$ cat config.mk
export PLATFORM = sky130hd
export DESIGN_NAME = rlth_bank
export DESIGN_NICKNAME = d
export VERILOG_FILES = /design/src/shared/rlth_pkg.sv /design/src/shared/rlth_mon_if.sv /design/src/rtl/rlth_hyst.sv /design/src/rtl/rlth_bank.sv
export SDC_FILE = /design/constraint.sdc
export NUM_CORES = 1
export LEC_CHECK = 0
export ABC_AREA = 1
export BUFFER_PORTS_ARGS = -buffer_cell sky130_fd_sc_hd__buf_2
export CAP_MARGIN = 30
export CORE_MARGIN = 8
export CORE_UTILIZATION = 44
export CTS_CLUSTER_SIZE = 25
export DETAILED_ROUTE_END_ITERATION = 12
export PLACE_DENSITY = 0.74
export SYNTH_ARGS = -nofsm -noshare
export SYNTH_HDL_FRONTEND = slang
export SYNTH_SLANG_ARGS = --single-unit
export TNS_END_PERCENT = 1
$ cat constraint.sdc
create_clock -name clk -period 1.7 [get_ports clk]
set_clock_uncertainty 0.1 [all_clocks]
set_input_delay 0 -clock clk [delete_from_list [all_inputs] [get_ports clk]]
set_output_delay 0 -clock clk [all_outputs]
set_load 0.01 [all_outputs]
$ cat src/shared/rlth_pkg.sv
// constants for the second receiver loss-of-signal range/threshold bank
// assumes a byte-wide register port driven by the serial slave outside
//
// Contract
// - range register, high code 6:4, low 2:0
// - range register sets quick-trip full scale
// - each range code maps to fixed full scale
// - both range codes default to 000b
// - reads need level2, or level1 plus table2 permit
// - range writes need level2, or level1 plus readwrite
// - threshold writes also need quick-trip enable low
// - high threshold sets high loss reference
// - low threshold sets low loss reference
// - thresholds form a hysteresis comparator
// - strength below low threshold sets low alarm
// - low alarm holds until above high threshold
// - above high clears low, sets high alarm
// - range and thresholds survive power cycles
// - same storage seen through both slave addresses
package rlth_pkg;

  // ----------------------------------------------------------------
  // register offsets
  // ----------------------------------------------------------------
  localparam logic [7:0] RLTH_OFS_RANGE = 8'hB8;
  localparam logic [7:0] RLTH_OFS_RSVD  = 8'hB9;
  localparam logic [7:0] RLTH_OFS_HIGH  = 8'hBA;
  localparam logic [7:0] RLTH_OFS_LOW   = 8'hBB;

  // ----------------------------------------------------------------
  // range register fields
  // ----------------------------------------------------------------
  localparam int         RLTH_HI_LSB     = 4;
  localparam int         RLTH_LO_LSB     = 0;
  localparam logic [7:0] RLTH_RANGE_MASK = 8'h77;

  // factory default of the stored image (range, high, low)
  localparam logic [23:0] RLTH_NV_DEFAULT = 24'h000000;

  // full scale per range code, in microvolts
  localparam logic [20:0] RLTH_FS_UV [8] = '{
    21'h1312D0, 21'h0F436C, 21'h0CB840, 21'h098BC0,
    21'h07A378, 21'h065DB0, 21'h0575A8, 21'h04C6A8};

  // hysteresis states
  typedef enum logic [1:0] {
    RLTH_ST_CLEAR = 2'b00,
    RLTH_ST_LOW   = 2'b01,
    RLTH_ST_HIGH  = 2'b10
  } rlth_state_t;

endpackage : rlth_pkg

$ cat src/shared/rlth_mon_if.sv
// bundle between the register bank and the hysteresis monitor
// assumes both ends share one clock
`timescale 1ns/10ps
interface rlth_mon_if;
  logic [7:0] high_level;
  logic [7:0] low_level;
  logic [7:0] strength;
  logic       los_low;
  logic       los_high;

  modport bank (output high_level, output low_level, output strength,
                input los_low, input los_high);
  modport mon  (input high_level, input low_level, input strength,
                output los_low, output los_high);
endinterface : rlth_mon_if

$ cat src/rtl/rlth_hyst.sv
// hysteresis loss-of-signal monitor for the second receiver
// assumes strength is already synchronised to clk
`timescale 1ns/10ps
module rlth_hyst (
  input wire logic clk,
  input wire logic rstn,
  rlth_mon_if.mon  m
);

  rlth_pkg::rlth_state_t state;
  rlth_pkg::rlth_state_t next_state;
  logic                  below;
  logic                  above;

  // ----------------------------------------------------------------
  // comparisons
  // ----------------------------------------------------------------
  // strict compares: a level equal to a threshold changes nothing
  assign below = m.strength < m.low_level;
  assign above = m.strength > m.high_level;

  // from clear either crossing sets a state; otherwise only the crossing opposite to the current state
  always_comb begin
    next_state = state;
    unique case (state)
      rlth_pkg::RLTH_ST_CLEAR: begin
        if (above) next_state = rlth_pkg::RLTH_ST_HIGH;
        else if (below) next_state = rlth_pkg::RLTH_ST_LOW;
      end
      rlth_pkg::RLTH_ST_LOW: begin
        if (above) next_state = rlth_pkg::RLTH_ST_HIGH;
      end
      rlth_pkg::RLTH_ST_HIGH: begin
        if (below) next_state = rlth_pkg::RLTH_ST_LOW;
      end
      default: next_state = rlth_pkg::RLTH_ST_CLEAR;
    endcase
  end

  // state and alarm flags, registered together
  always_ff @(posedge clk) begin
    if (!rstn) begin
      state      <= rlth_pkg::RLTH_ST_CLEAR;
      m.los_low  <= 1'b0;
      m.los_high <= 1'b0;
    end else begin
      state      <= next_state;
      m.los_low  <= next_state == rlth_pkg::RLTH_ST_LOW;
      m.los_high <= next_state == rlth_pkg::RLTH_ST_HIGH;
    end
  end
endmodule : rlth_hyst

$ cat src/rtl/rlth_bank.sv
// register bank and alarm top for the second receiver loss-of-signal
// range select and high/low trip levels.
// assumes the serial slave outside presents single-cycle byte
// requests with the slave address hits already decoded, and that the
// password engine and quick-trip enable run on the same clock.
`timescale 1ns/10ps
module rlth_bank (
  input  wire logic        clk,
  input  wire logic        rstn,
  // byte register port from the serial slave
  input  wire logic [7:0]  reg_addr,
  input  wire logic [7:0]  reg_wdata,
  input  wire logic        reg_wr,
  input  wire logic        reg_rd,
  input  wire logic [1:0]  reg_sel,
  output logic      [7:0]  reg_rdata,
  output logic             reg_read_ok,
  // access state from the password engine
  input  wire logic        level1_password_access,
  input  wire logic        level2_password_access,
  input  wire logic        table2_readwrite_permit,
  input  wire logic        table2_readonly_permit,
  input  wire logic        second_quicktrip_enable,
  // converted signal strength, asynchronous to clk
  input  wire logic [7:0]  rx2_signal_strength,
  // nonvolatile image: restored at reset, stored after writes
  input  wire logic [23:0] nv_image,
  output logic             nv_store,
  output logic      [23:0] nv_data,
  // steering of the analog comparator
  output logic      [7:0]  rx2_los_range_select,
  output logic      [7:0]  rx2_high_trip_level,
  output logic      [7:0]  rx2_low_trip_level,
  output logic      [20:0] high_fs_uv,
  output logic      [20:0] low_fs_uv,
  // alarms
  output logic             rx2_signal_loss_low,
  output logic             rx2_signal_loss_high
);

  // ----------------------------------------------------------------
  // declarations
  // ----------------------------------------------------------------
  logic [7:0] strength_meta;
  logic [7:0] strength_sync;
  logic       bank_hit;
  logic       rd_ok;
  logic       wr_cfg_ok;
  logic       wr_trip_ok;
  logic       wr_range;
  logic       wr_high;
  logic       wr_low;
  logic [7:0] next_rdata;
  logic       mon_los_low;
  logic       mon_los_high;

  rlth_mon_if mon_bus ();

  // ----------------------------------------------------------------
  // input synchroniser
  // ----------------------------------------------------------------
  // two stages; the code is assumed to change slowly against clk, so
  // a word torn across bits lasts one cycle; the hysteresis does not filter it,
  // so one cycle past a threshold sets an alarm, and no handshake is used
  always_ff @(posedge clk) begin
    if (!rstn) begin
      strength_meta <= 8'h00;
      strength_sync <= 8'h00;
    end else begin
      strength_meta <= rx2_signal_strength;
      strength_sync <= strength_meta;
    end
  end

  // ----------------------------------------------------------------
  // access decode
  // ----------------------------------------------------------------
  // either slave address reaches the same storage
  assign bank_hit = |reg_sel;

  // read grant
  assign rd_ok = level2_password_access |
                 (level1_password_access &
                  (table2_readwrite_permit | table2_readonly_permit));
  // above

  // write grant for the range register
  assign wr_cfg_ok = level2_password_access |
                     (level1_password_access & table2_readwrite_permit);
  // above

  // trip levels are locked while the quick-trip runs, whatever level
  assign wr_trip_ok = wr_cfg_ok & ~second_quicktrip_enable;

  // accepted writes per register; others drop silently
  assign wr_range = reg_wr & bank_hit & wr_cfg_ok &
                    (reg_addr == rlth_pkg::RLTH_OFS_RANGE);
  assign wr_high  = reg_wr & bank_hit & wr_trip_ok &
                    (reg_addr == rlth_pkg::RLTH_OFS_HIGH);
  assign wr_low   = reg_wr & bank_hit & wr_trip_ok &
                    (reg_addr == rlth_pkg::RLTH_OFS_LOW);

  // ----------------------------------------------------------------
  // range register
  // ----------------------------------------------------------------
  // reset restores the stored image, so contents survive power loss
  always_ff @(posedge clk) begin
    if (!rstn) begin
      rx2_los_range_select <= nv_image[23:16] &
                              rlth_pkg::RLTH_RANGE_MASK;
    end else if (wr_range) begin
      // reserved bits 7 and 3 are never stored
      rx2_los_range_select <= reg_wdata &
                              rlth_pkg::RLTH_RANGE_MASK;
    end
  end

  // ----------------------------------------------------------------
  // trip level registers
  // ----------------------------------------------------------------
  // high trip level
  always_ff @(posedge clk) begin
    if (!rstn) begin
      rx2_high_trip_level <= nv_image[15:8];
    end else if (wr_high) begin
      rx2_high_trip_level <= reg_wdata;
    end
  end

  // low trip level
  always_ff @(posedge clk) begin
    if (!rstn) begin
      rx2_low_trip_level <= nv_image[7:0];
    end else if (wr_low) begin
      rx2_low_trip_level <= reg_wdata;
    end
  end

  // ----------------------------------------------------------------
  // nonvolatile store request
  // ----------------------------------------------------------------
  // one pulse after each accepted write; the image is the live
  // registers, already updated on the same edge as the pulse
  always_ff @(posedge clk) begin
    if (!rstn) begin
      nv_store <= 1'b0;
    end else begin
      nv_store <= wr_range | wr_high | wr_low;
    end
  end

  assign nv_data = {rx2_los_range_select, rx2_high_trip_level,
                    rx2_low_trip_level};

  // ----------------------------------------------------------------
  // full-scale selection
  // ----------------------------------------------------------------
  // registered so the comparator reference never glitches on a write
  always_ff @(posedge clk) begin
    if (!rstn) begin
      high_fs_uv <= rlth_pkg::RLTH_FS_UV[0];
      low_fs_uv  <= rlth_pkg::RLTH_FS_UV[0];
    end else begin
      high_fs_uv <= rlth_pkg::RLTH_FS_UV[
        rx2_los_range_select[rlth_pkg::RLTH_HI_LSB +: 3]];
      low_fs_uv  <= rlth_pkg::RLTH_FS_UV[
        rx2_los_range_select[rlth_pkg::RLTH_LO_LSB +: 3]];
    end
  end

  // ----------------------------------------------------------------
  // read path
  // ----------------------------------------------------------------
  // the reserved register and refused reads return zero
  always_comb begin
    next_rdata = 8'h00;
    if (bank_hit && rd_ok) begin
      unique case (reg_addr)
        rlth_pkg::RLTH_OFS_RANGE: next_rdata = rx2_los_range_select;
        rlth_pkg::RLTH_OFS_HIGH:  next_rdata = rx2_high_trip_level;
        rlth_pkg::RLTH_OFS_LOW:   next_rdata = rx2_low_trip_level;
        default:                  next_rdata = 8'h00;
      endcase
    end
  end

  // read answer one cycle after the request, held until the next one
  always_ff @(posedge clk) begin
    if (!rstn) begin
      reg_rdata   <= 8'h00;
      reg_read_ok <= 1'b0;
    end else if (reg_rd) begin
      reg_rdata   <= next_rdata;
      reg_read_ok <= bank_hit & rd_ok;
    end
  end

  // ----------------------------------------------------------------
  // hysteresis monitor
  // ----------------------------------------------------------------
  assign mon_bus.high_level = rx2_high_trip_level;
  assign mon_bus.low_level  = rx2_low_trip_level;
  assign mon_bus.strength   = strength_sync;
  assign mon_los_low        = mon_bus.los_low;
  assign mon_los_high       = mon_bus.los_high;

  rlth_hyst u_hyst (
    .clk  (clk),
    .rstn (rstn),
    .m    (mon_bus.mon)
  );

  // alarm outputs, retimed so the ports come from local flops
  always_ff @(posedge clk) begin
    if (!rstn) begin
      rx2_signal_loss_low  <= 1'b0;
      rx2_signal_loss_high <= 1'b0;
    end else begin
      rx2_signal_loss_low  <= mon_los_low;
      rx2_signal_loss_high <= mon_los_high;
    end
  end
endmodule : rlth_bank

=== Word-level counts from Yosys, hierarchy flattened ===
Memories as Yosys holds them, arrays and structs flattened. A register that Yosys moved wholly into a read port is not among the register bits.
Cells that the tools add are included.

* Register bits: 54
* Bits in read-only memories: 336
* Bits of input ports: 59
* Output and inout bits: 102
* Word-level logic and storage cells: 62
* Memories kept: 2

* Magnitude comparators: 2
* Equal/unequal tests: 10
* Muxes and demuxes: 12
* Bitwise logic cells: 18
* Reduce and logical (&&, ||, !) cells: 5

{| class="wikitable"
|+ Memories
! memory !! words !! width !! rd ports !! clocked after memory_dff !! wr ports !! line !! RTL
|-
| (no name shown) || 8 || 21 || 1 || 1 || 0 || rlth_bank.sv:166 || <nowiki>low_fs_uv <= rlth_pkg::RLTH_FS_UV[</nowiki>
|-
| (no name shown) || 8 || 21 || 1 || 1 || 0 || rlth_bank.sv:164 || <nowiki>high_fs_uv <= rlth_pkg::RLTH_FS_UV[</nowiki>
|}

{| class="wikitable"
|+ Operator list
! kind !! count
|-
| two-way mux 8 bit || 5
|-
| == test 8 bit (second input constant) || 3
|-
| one-hot mux 8 bit (3 select lines) || 1
|-
| two-way mux 7 bit || 2
|-
| bitwise AND 1 bit || 10
|-
| > comparator 8 bit || 1
|-
| < comparator 8 bit || 1
|-
| NOT 3 -> 4 bit || 2
|-
| two-way mux 2 bit || 3
|-
| != test 2 x 1 -> 1 bit (second input constant) || 3
|-
| one-hot mux 2 bit (3 select lines) || 1
|-
| OR 1 bit || 5
|-
| == test 2 x 1 -> 1 bit (second input constant) || 2
|-
| == test 2 bit (second input constant) || 2
|-
| zero test 1 bit || 2
|-
| zero test 2 bit || 1
|-
| OR reduction 2 bit || 1
|-
| logical AND 1 bit || 1
|-
| NOT 1 bit || 1
|}

=== Depth between registers and ports, before layout ===
* Depth in word-level cells: 7
* Mapped depth: 13
* Gate-level depth less buffers: 13

=== By module ===
From an unflattened synthesis, not the netlist that was laid out.

* Cell total of the unflattened synthesis: 480
* Area, all modules: 4136.5 um^2

{| class="wikitable"
|+ Modules (own cells, without submodules)
! module !! instances !! cells each !! area an instance (um^2) !! seq. area each (um^2)
|-
| rlth_bank || 1 || 399 || 3601.0 || 1981.9
|-
| rlth_hyst || 1 || 81 || 535.5 || 80.1
|}

=== Worst setup path after synthesis ===
OpenSTA, ideal clock, no wires.

* Path kind: in2reg
* Start: input port reg_addr[5]
* End: register rx2_low_trip_level[0] (enable)
* Library setup time: 0.387 ns
* Arrival time: 1.184 ns
* Required time: 1.213 ns
* Slack: 0.029 ns
* Stages on the path: 4
* Path buffers: 0
* Cell sequence: nand2_1 > nor3_4 > nand2_1 > o31ai_1

* Cells in the longest elaborated chain, start to end: 3

{| class="wikitable"
|+ RTL lines
! what !! line !! RTL
|-
| from (decl) || rlth_bank.sv:11 || <nowiki>input wire logic [7:0] reg_addr,</nowiki>
|-
| == test 8 bit || rlth_bank.sv:101 || <nowiki>(reg_addr == rlth_pkg::RLTH_OFS_LOW);</nowiki>
|-
| bitwise AND 1 bit || rlth_bank.sv:100 || <nowiki>assign wr_low = reg_wr & bank_hit & wr_trip_ok &</nowiki>
|-
| != test 2 x 1 -> 1 bit (no source line) || - ||
|-
| to (signal assigned) || rlth_bank.sv:133 || <nowiki>rx2_low_trip_level <= nv_image[7:0];</nowiki>
|-
| to (signal assigned) || rlth_bank.sv:135 || <nowiki>rx2_low_trip_level <= reg_wdata;</nowiki>
|-
| to (decl) || rlth_bank.sv:33 || <nowiki>output logic [7:0] rx2_low_trip_level,</nowiki>
|}

No other way between the ends.
A chain may end at the register's enable or synchronous reset.

=== Worst setup path in the final report ===
* Start: input port reg_addr[0]
* End: register nv_store

* Cells in the longest elaborated chain, start to end: 4

{| class="wikitable"
|+ RTL lines
! what !! line !! RTL
|-
| == test 8 bit, on equally long branches || rlth_bank.sv:97, rlth_bank.sv:99 ||
|-
| bitwise AND 1 bit, on equally long branches || rlth_bank.sv:96, rlth_bank.sv:98 ||
|-
| OR 1 bit || rlth_bank.sv:148 || <nowiki>nv_store <= wr_range | wr_high | wr_low;</nowiki>
|-
| OR 1 bit * || rlth_bank.sv:148 ||
|-
| to (signal assigned) || rlth_bank.sv:148 ||
|-
| to (decl) || rlth_bank.sv:28 || <nowiki>output logic nv_store,</nowiki>
|}

Every way passes the cells marked *; elsewhere a longest branch is shown, timed or not.

==> metrics.md <==
| Metric | Value |
|---|---|
| ANT cells | `0` |
| Combinational power share | `between 20% and 30%` |
| Area of the mapped netlist | `roughly 0.0041 mm2` |
| DR vias/cell | `about 4.7` |
| Tot GR Track Use | `19.0%` |
| Grt total ovfl | `0` |
| Synth Warn # | `0` |
| Worst-path clk slew | `about 90 ps` |
| Final ANT Viol Nets | `0` |
| Storage element area | `0.00206 mm2` |
| Most used DFF post-synth | `dfxtp_1` |
| Crit Path Class | `in -> reg` |
| CP cell instances | `dlygate4sd3_1, buf_2, nor3_4, nand4_1, dlygate4sd3_1, a21oi_1` |
| Sw frac | `between 20 and 30%` |
| Layout Cells excl Fill | `roughly 800` |
| P_int | `~0.0036 W` |
| Clock Latency Late Sink | `~350 ps` |
| Initial Utilization | `approximately 45%` |
| Core ar. | `0.00915 mm2` |
| CP max stage delay | `about 600 ps` |
| Slew @ Worst Pin | `~750 ps` |
| Seq pwr share | `49.9%` |
| Die area | `0.0127 mm2` |
| Initial DRT Pass Iterations | `5` |
| Final setup fails | `0` |
| PwrDens | `876 mW/mm2` |
| Top-area cell type share of the netlist area | `between 30% and 40%` |
| Unrepaired setup endpoints after global routing | `no` |
| Max Slew Vio Count | `0` |
| Final min period | `about 1600 ps` |
| Clk sink count | `around 90` |
| Die W | `113 um` |
| Pleak | `approximately 3 nW` |
| Post-synth top cells | `nand2_1, dfxtp_1, inv_1, buf_4` |
| Synthesized instance count | `about 480` |
| Clock root cell | `clkbuf_8` |
| Post-synth EDFFs | `22` |
| DR vias | `around 3.8k` |
| Async S/R FF share, synth | `0%` |
| Initial DRC count | `between 200 and 250` |
| Status | `complete, no violations` |
| Worst min path class | `in -> reg` |
| Fill cells | `776` |
| Drt drc | `0` |
| First-pass GRT wire length | `between 15,000 and 20,000 um` |
| Largest net degree at the start of global routing | `39` |
| Routed wire length | `approximately 12,000 um` |
| RePlAce Congestion | `slightly above 0.8` |
| Max VDD drop | `0.000478 V` |
| Post-synthesis sequential area ratio | `50.2%` |
| Most frequent cell after synthesis | `nand2_1` |
| Clk pwr share | `between 20 and 30%` |
| Placed instance count | `725` |
| Initial antenna violation count | `0` |
| Netlist cell types | `30` |
| Slew Limit Headroom | `50.1%` |
| Final nets | `about 780` |
| P_sw | `between 0.001 and 0.0015 W` |
| Largest cells by area after synthesis | `dfxtp_1, edfxtp_1, nand2_1` |
| Avg Cell Area, Syn | `approximately 8.6 um2` |
| Die H | `approximately 110 um` |
| Multi-input gate area | `around 0.0016 mm2` |
| Crit Path Max Fanout | `3` |
| Most used cell along the critical path | `dlygate4sd3_1` |
| Worst Setup End Kind | `register` |
| Final Hold Vio Count | `0` |
| Synthesized flop and latch total | `92` |
| DPL Wire Length | `around 8700 um` |
| Final TNS setup | `0 ps` |
| Area Overhead vs Synth | `39.0%` |
| Maxcap violations | `0` |
| Fin Hold WS | `between 40 and 50 ps` |
| CTS buffer count | `9` |
| Startpoint types | `input pin` |
| Routed wire per std cell | `roughly 15 um` |
| Post-route clock period utilization | `96.8%` |
| IO Port Bufs | `150` |
| Number of global-route vias before repair | `3,878` |
| Layout cells sized above 1 | `about a third` |
| H-tree depth | `3` |
| CTS tree | `yes` |
| Top cell type by total area after synthesis | `dfxtp_1` |
| CP max-delay cell | `dlygate4sd3_1` |
| Worst endpoint data arrival time | `1820 ps` |
| Clock Tree Buf Depth | `2` |
| Row Count | `35` |
| Max Freq | `~600 MHz` |
| I/O pins | `161` |
| CP required | `about 1900 ps` |
==> final cells by class <==
cell class                 instances  area share (%)
tap                              111            2.43
inverter                          60            3.94
clock inverter                     4           0.482
timing repair buffer             233            26.6
multi-input combinational        292            27.3
clock buffer                      11            3.05
sequential                        92            36.1
==> final timing paths <==
path / to / startpoint / depth (start not counted) / slack (ps)
max reg2reg: u_hyst.state[1]$_SDFF_PN0_ / rx2_low_trip_level[3]$_DFFE_PP_ / 8 / 130
max: nv_store$_SDFF_PN0_ / reg_addr[0] / 6 / 50
min reg2reg: mon_bus.strength[1]$_SDFF_PN0_ / strength_meta[1]$_SDFF_PN0_ / 2 / 320
min: high_fs_uv[2]$_SDFF_PN0_ / rstn / 3 / 40
==> routing by layer <==
layer	routed length (um)	share of wire (%)	global-route usage (%)	vias up
li1	-	-	-	1882
met3	917	7.6	5.31	23
met1	4520	38	20.4	1705
met5	0	0	0	-
met2	6250	52	34.3	141
met4	304	2.5	7.91	0
==> power groups by stage <==
stage / clock network (W) / logic (W) / registers [W]
finish: 0.00150 / 0.00101 / 0.00250
global route: 0.00161 / 0.00112 / 0.00252
CTS: 0.00151 / 0.000996 / 0.00250
detailed placement: 0 / 0.000872 / 0.00255
global placement: 0 / 0.000857 / 0.00254
floorplan: 0 / 0.000442 / 0.00263
==> cell usage in the layout (no fill, tap or decap), types with 3 or more instances in the layout <==
master         netlist  layout
o22ai_1              8       8
dlygate4sd3_1        0      59
inv_1               47      46
nor2_1              19      19
nand3_1             29      29
dfxtp_1             70      70
buf_4               30      24
o21ai_0              3       3
a21oi_1             17      14
nand2_1            151     151
clkbuf_8             0       9
buf_2                1     150
conb_1               1       8
ha_1                29      29
a21oi_2              8      11
edfxtp_1            22      22
inv_2               10      12
o21ai_1              5       5
==> sequential cells by signal, summed over array words and instances (netlist names) <==
name,count
mon_bus.strength,8
rx2_signal_loss_low,1
u_hyst.state,2
nv_store,1
high_fs_uv,19
strength_meta,8
u_hyst.m.los_high,1
rx2_los_range_select,6
reg_read_ok,1
u_hyst.m.los_low,1
rx2_low_trip_level,8
reg_rdata,8
rx2_high_trip_level,8
low_fs_uv,19
rx2_signal_loss_high,1
==> repair_timing <==
action | 4_1_cts | 5_1_grt
hold endpoints to repair | 47 | 0
hold buffers | 59 | 0
setup buffers | 0 | 4
resized for setup | 0 | 5
endpoints found under the setup margin | 0 | 5
==> kinds of logic after synthesis <==
| logic type | synth area share, % |
|---|---|
| other cells | 0.0913 |
| fa+ha+maj | 8.83 |
| simple gates | 21.6 |
| flops | 50.2 |
| compound gates | 6.55 |
| buf+inv | 12.7 |
==> worst max-delay path, delay by kind of cell <==
family | cells | cell delay, ps
and+or+nand+nor | 2 | 340
buffers and inverters | 3 | 1300
AOI/OAI and AO/OA | 1 | 170
==> through the flow <==
stage	power, W	area, um2	utilization [%]	setup slack [ps]
floorplan	0.00307	4130	-	29.2
global placement	0.00340	4880	53.3	150
detailed placement	0.00342	4880	53.3	76.2
CTS	0.00500	5670	61.9	42.0
global route	0.00524	5710	62.4	13.0
finish	0.00500	5710	62.4	54.9
(Power assumes the default switching activity.)
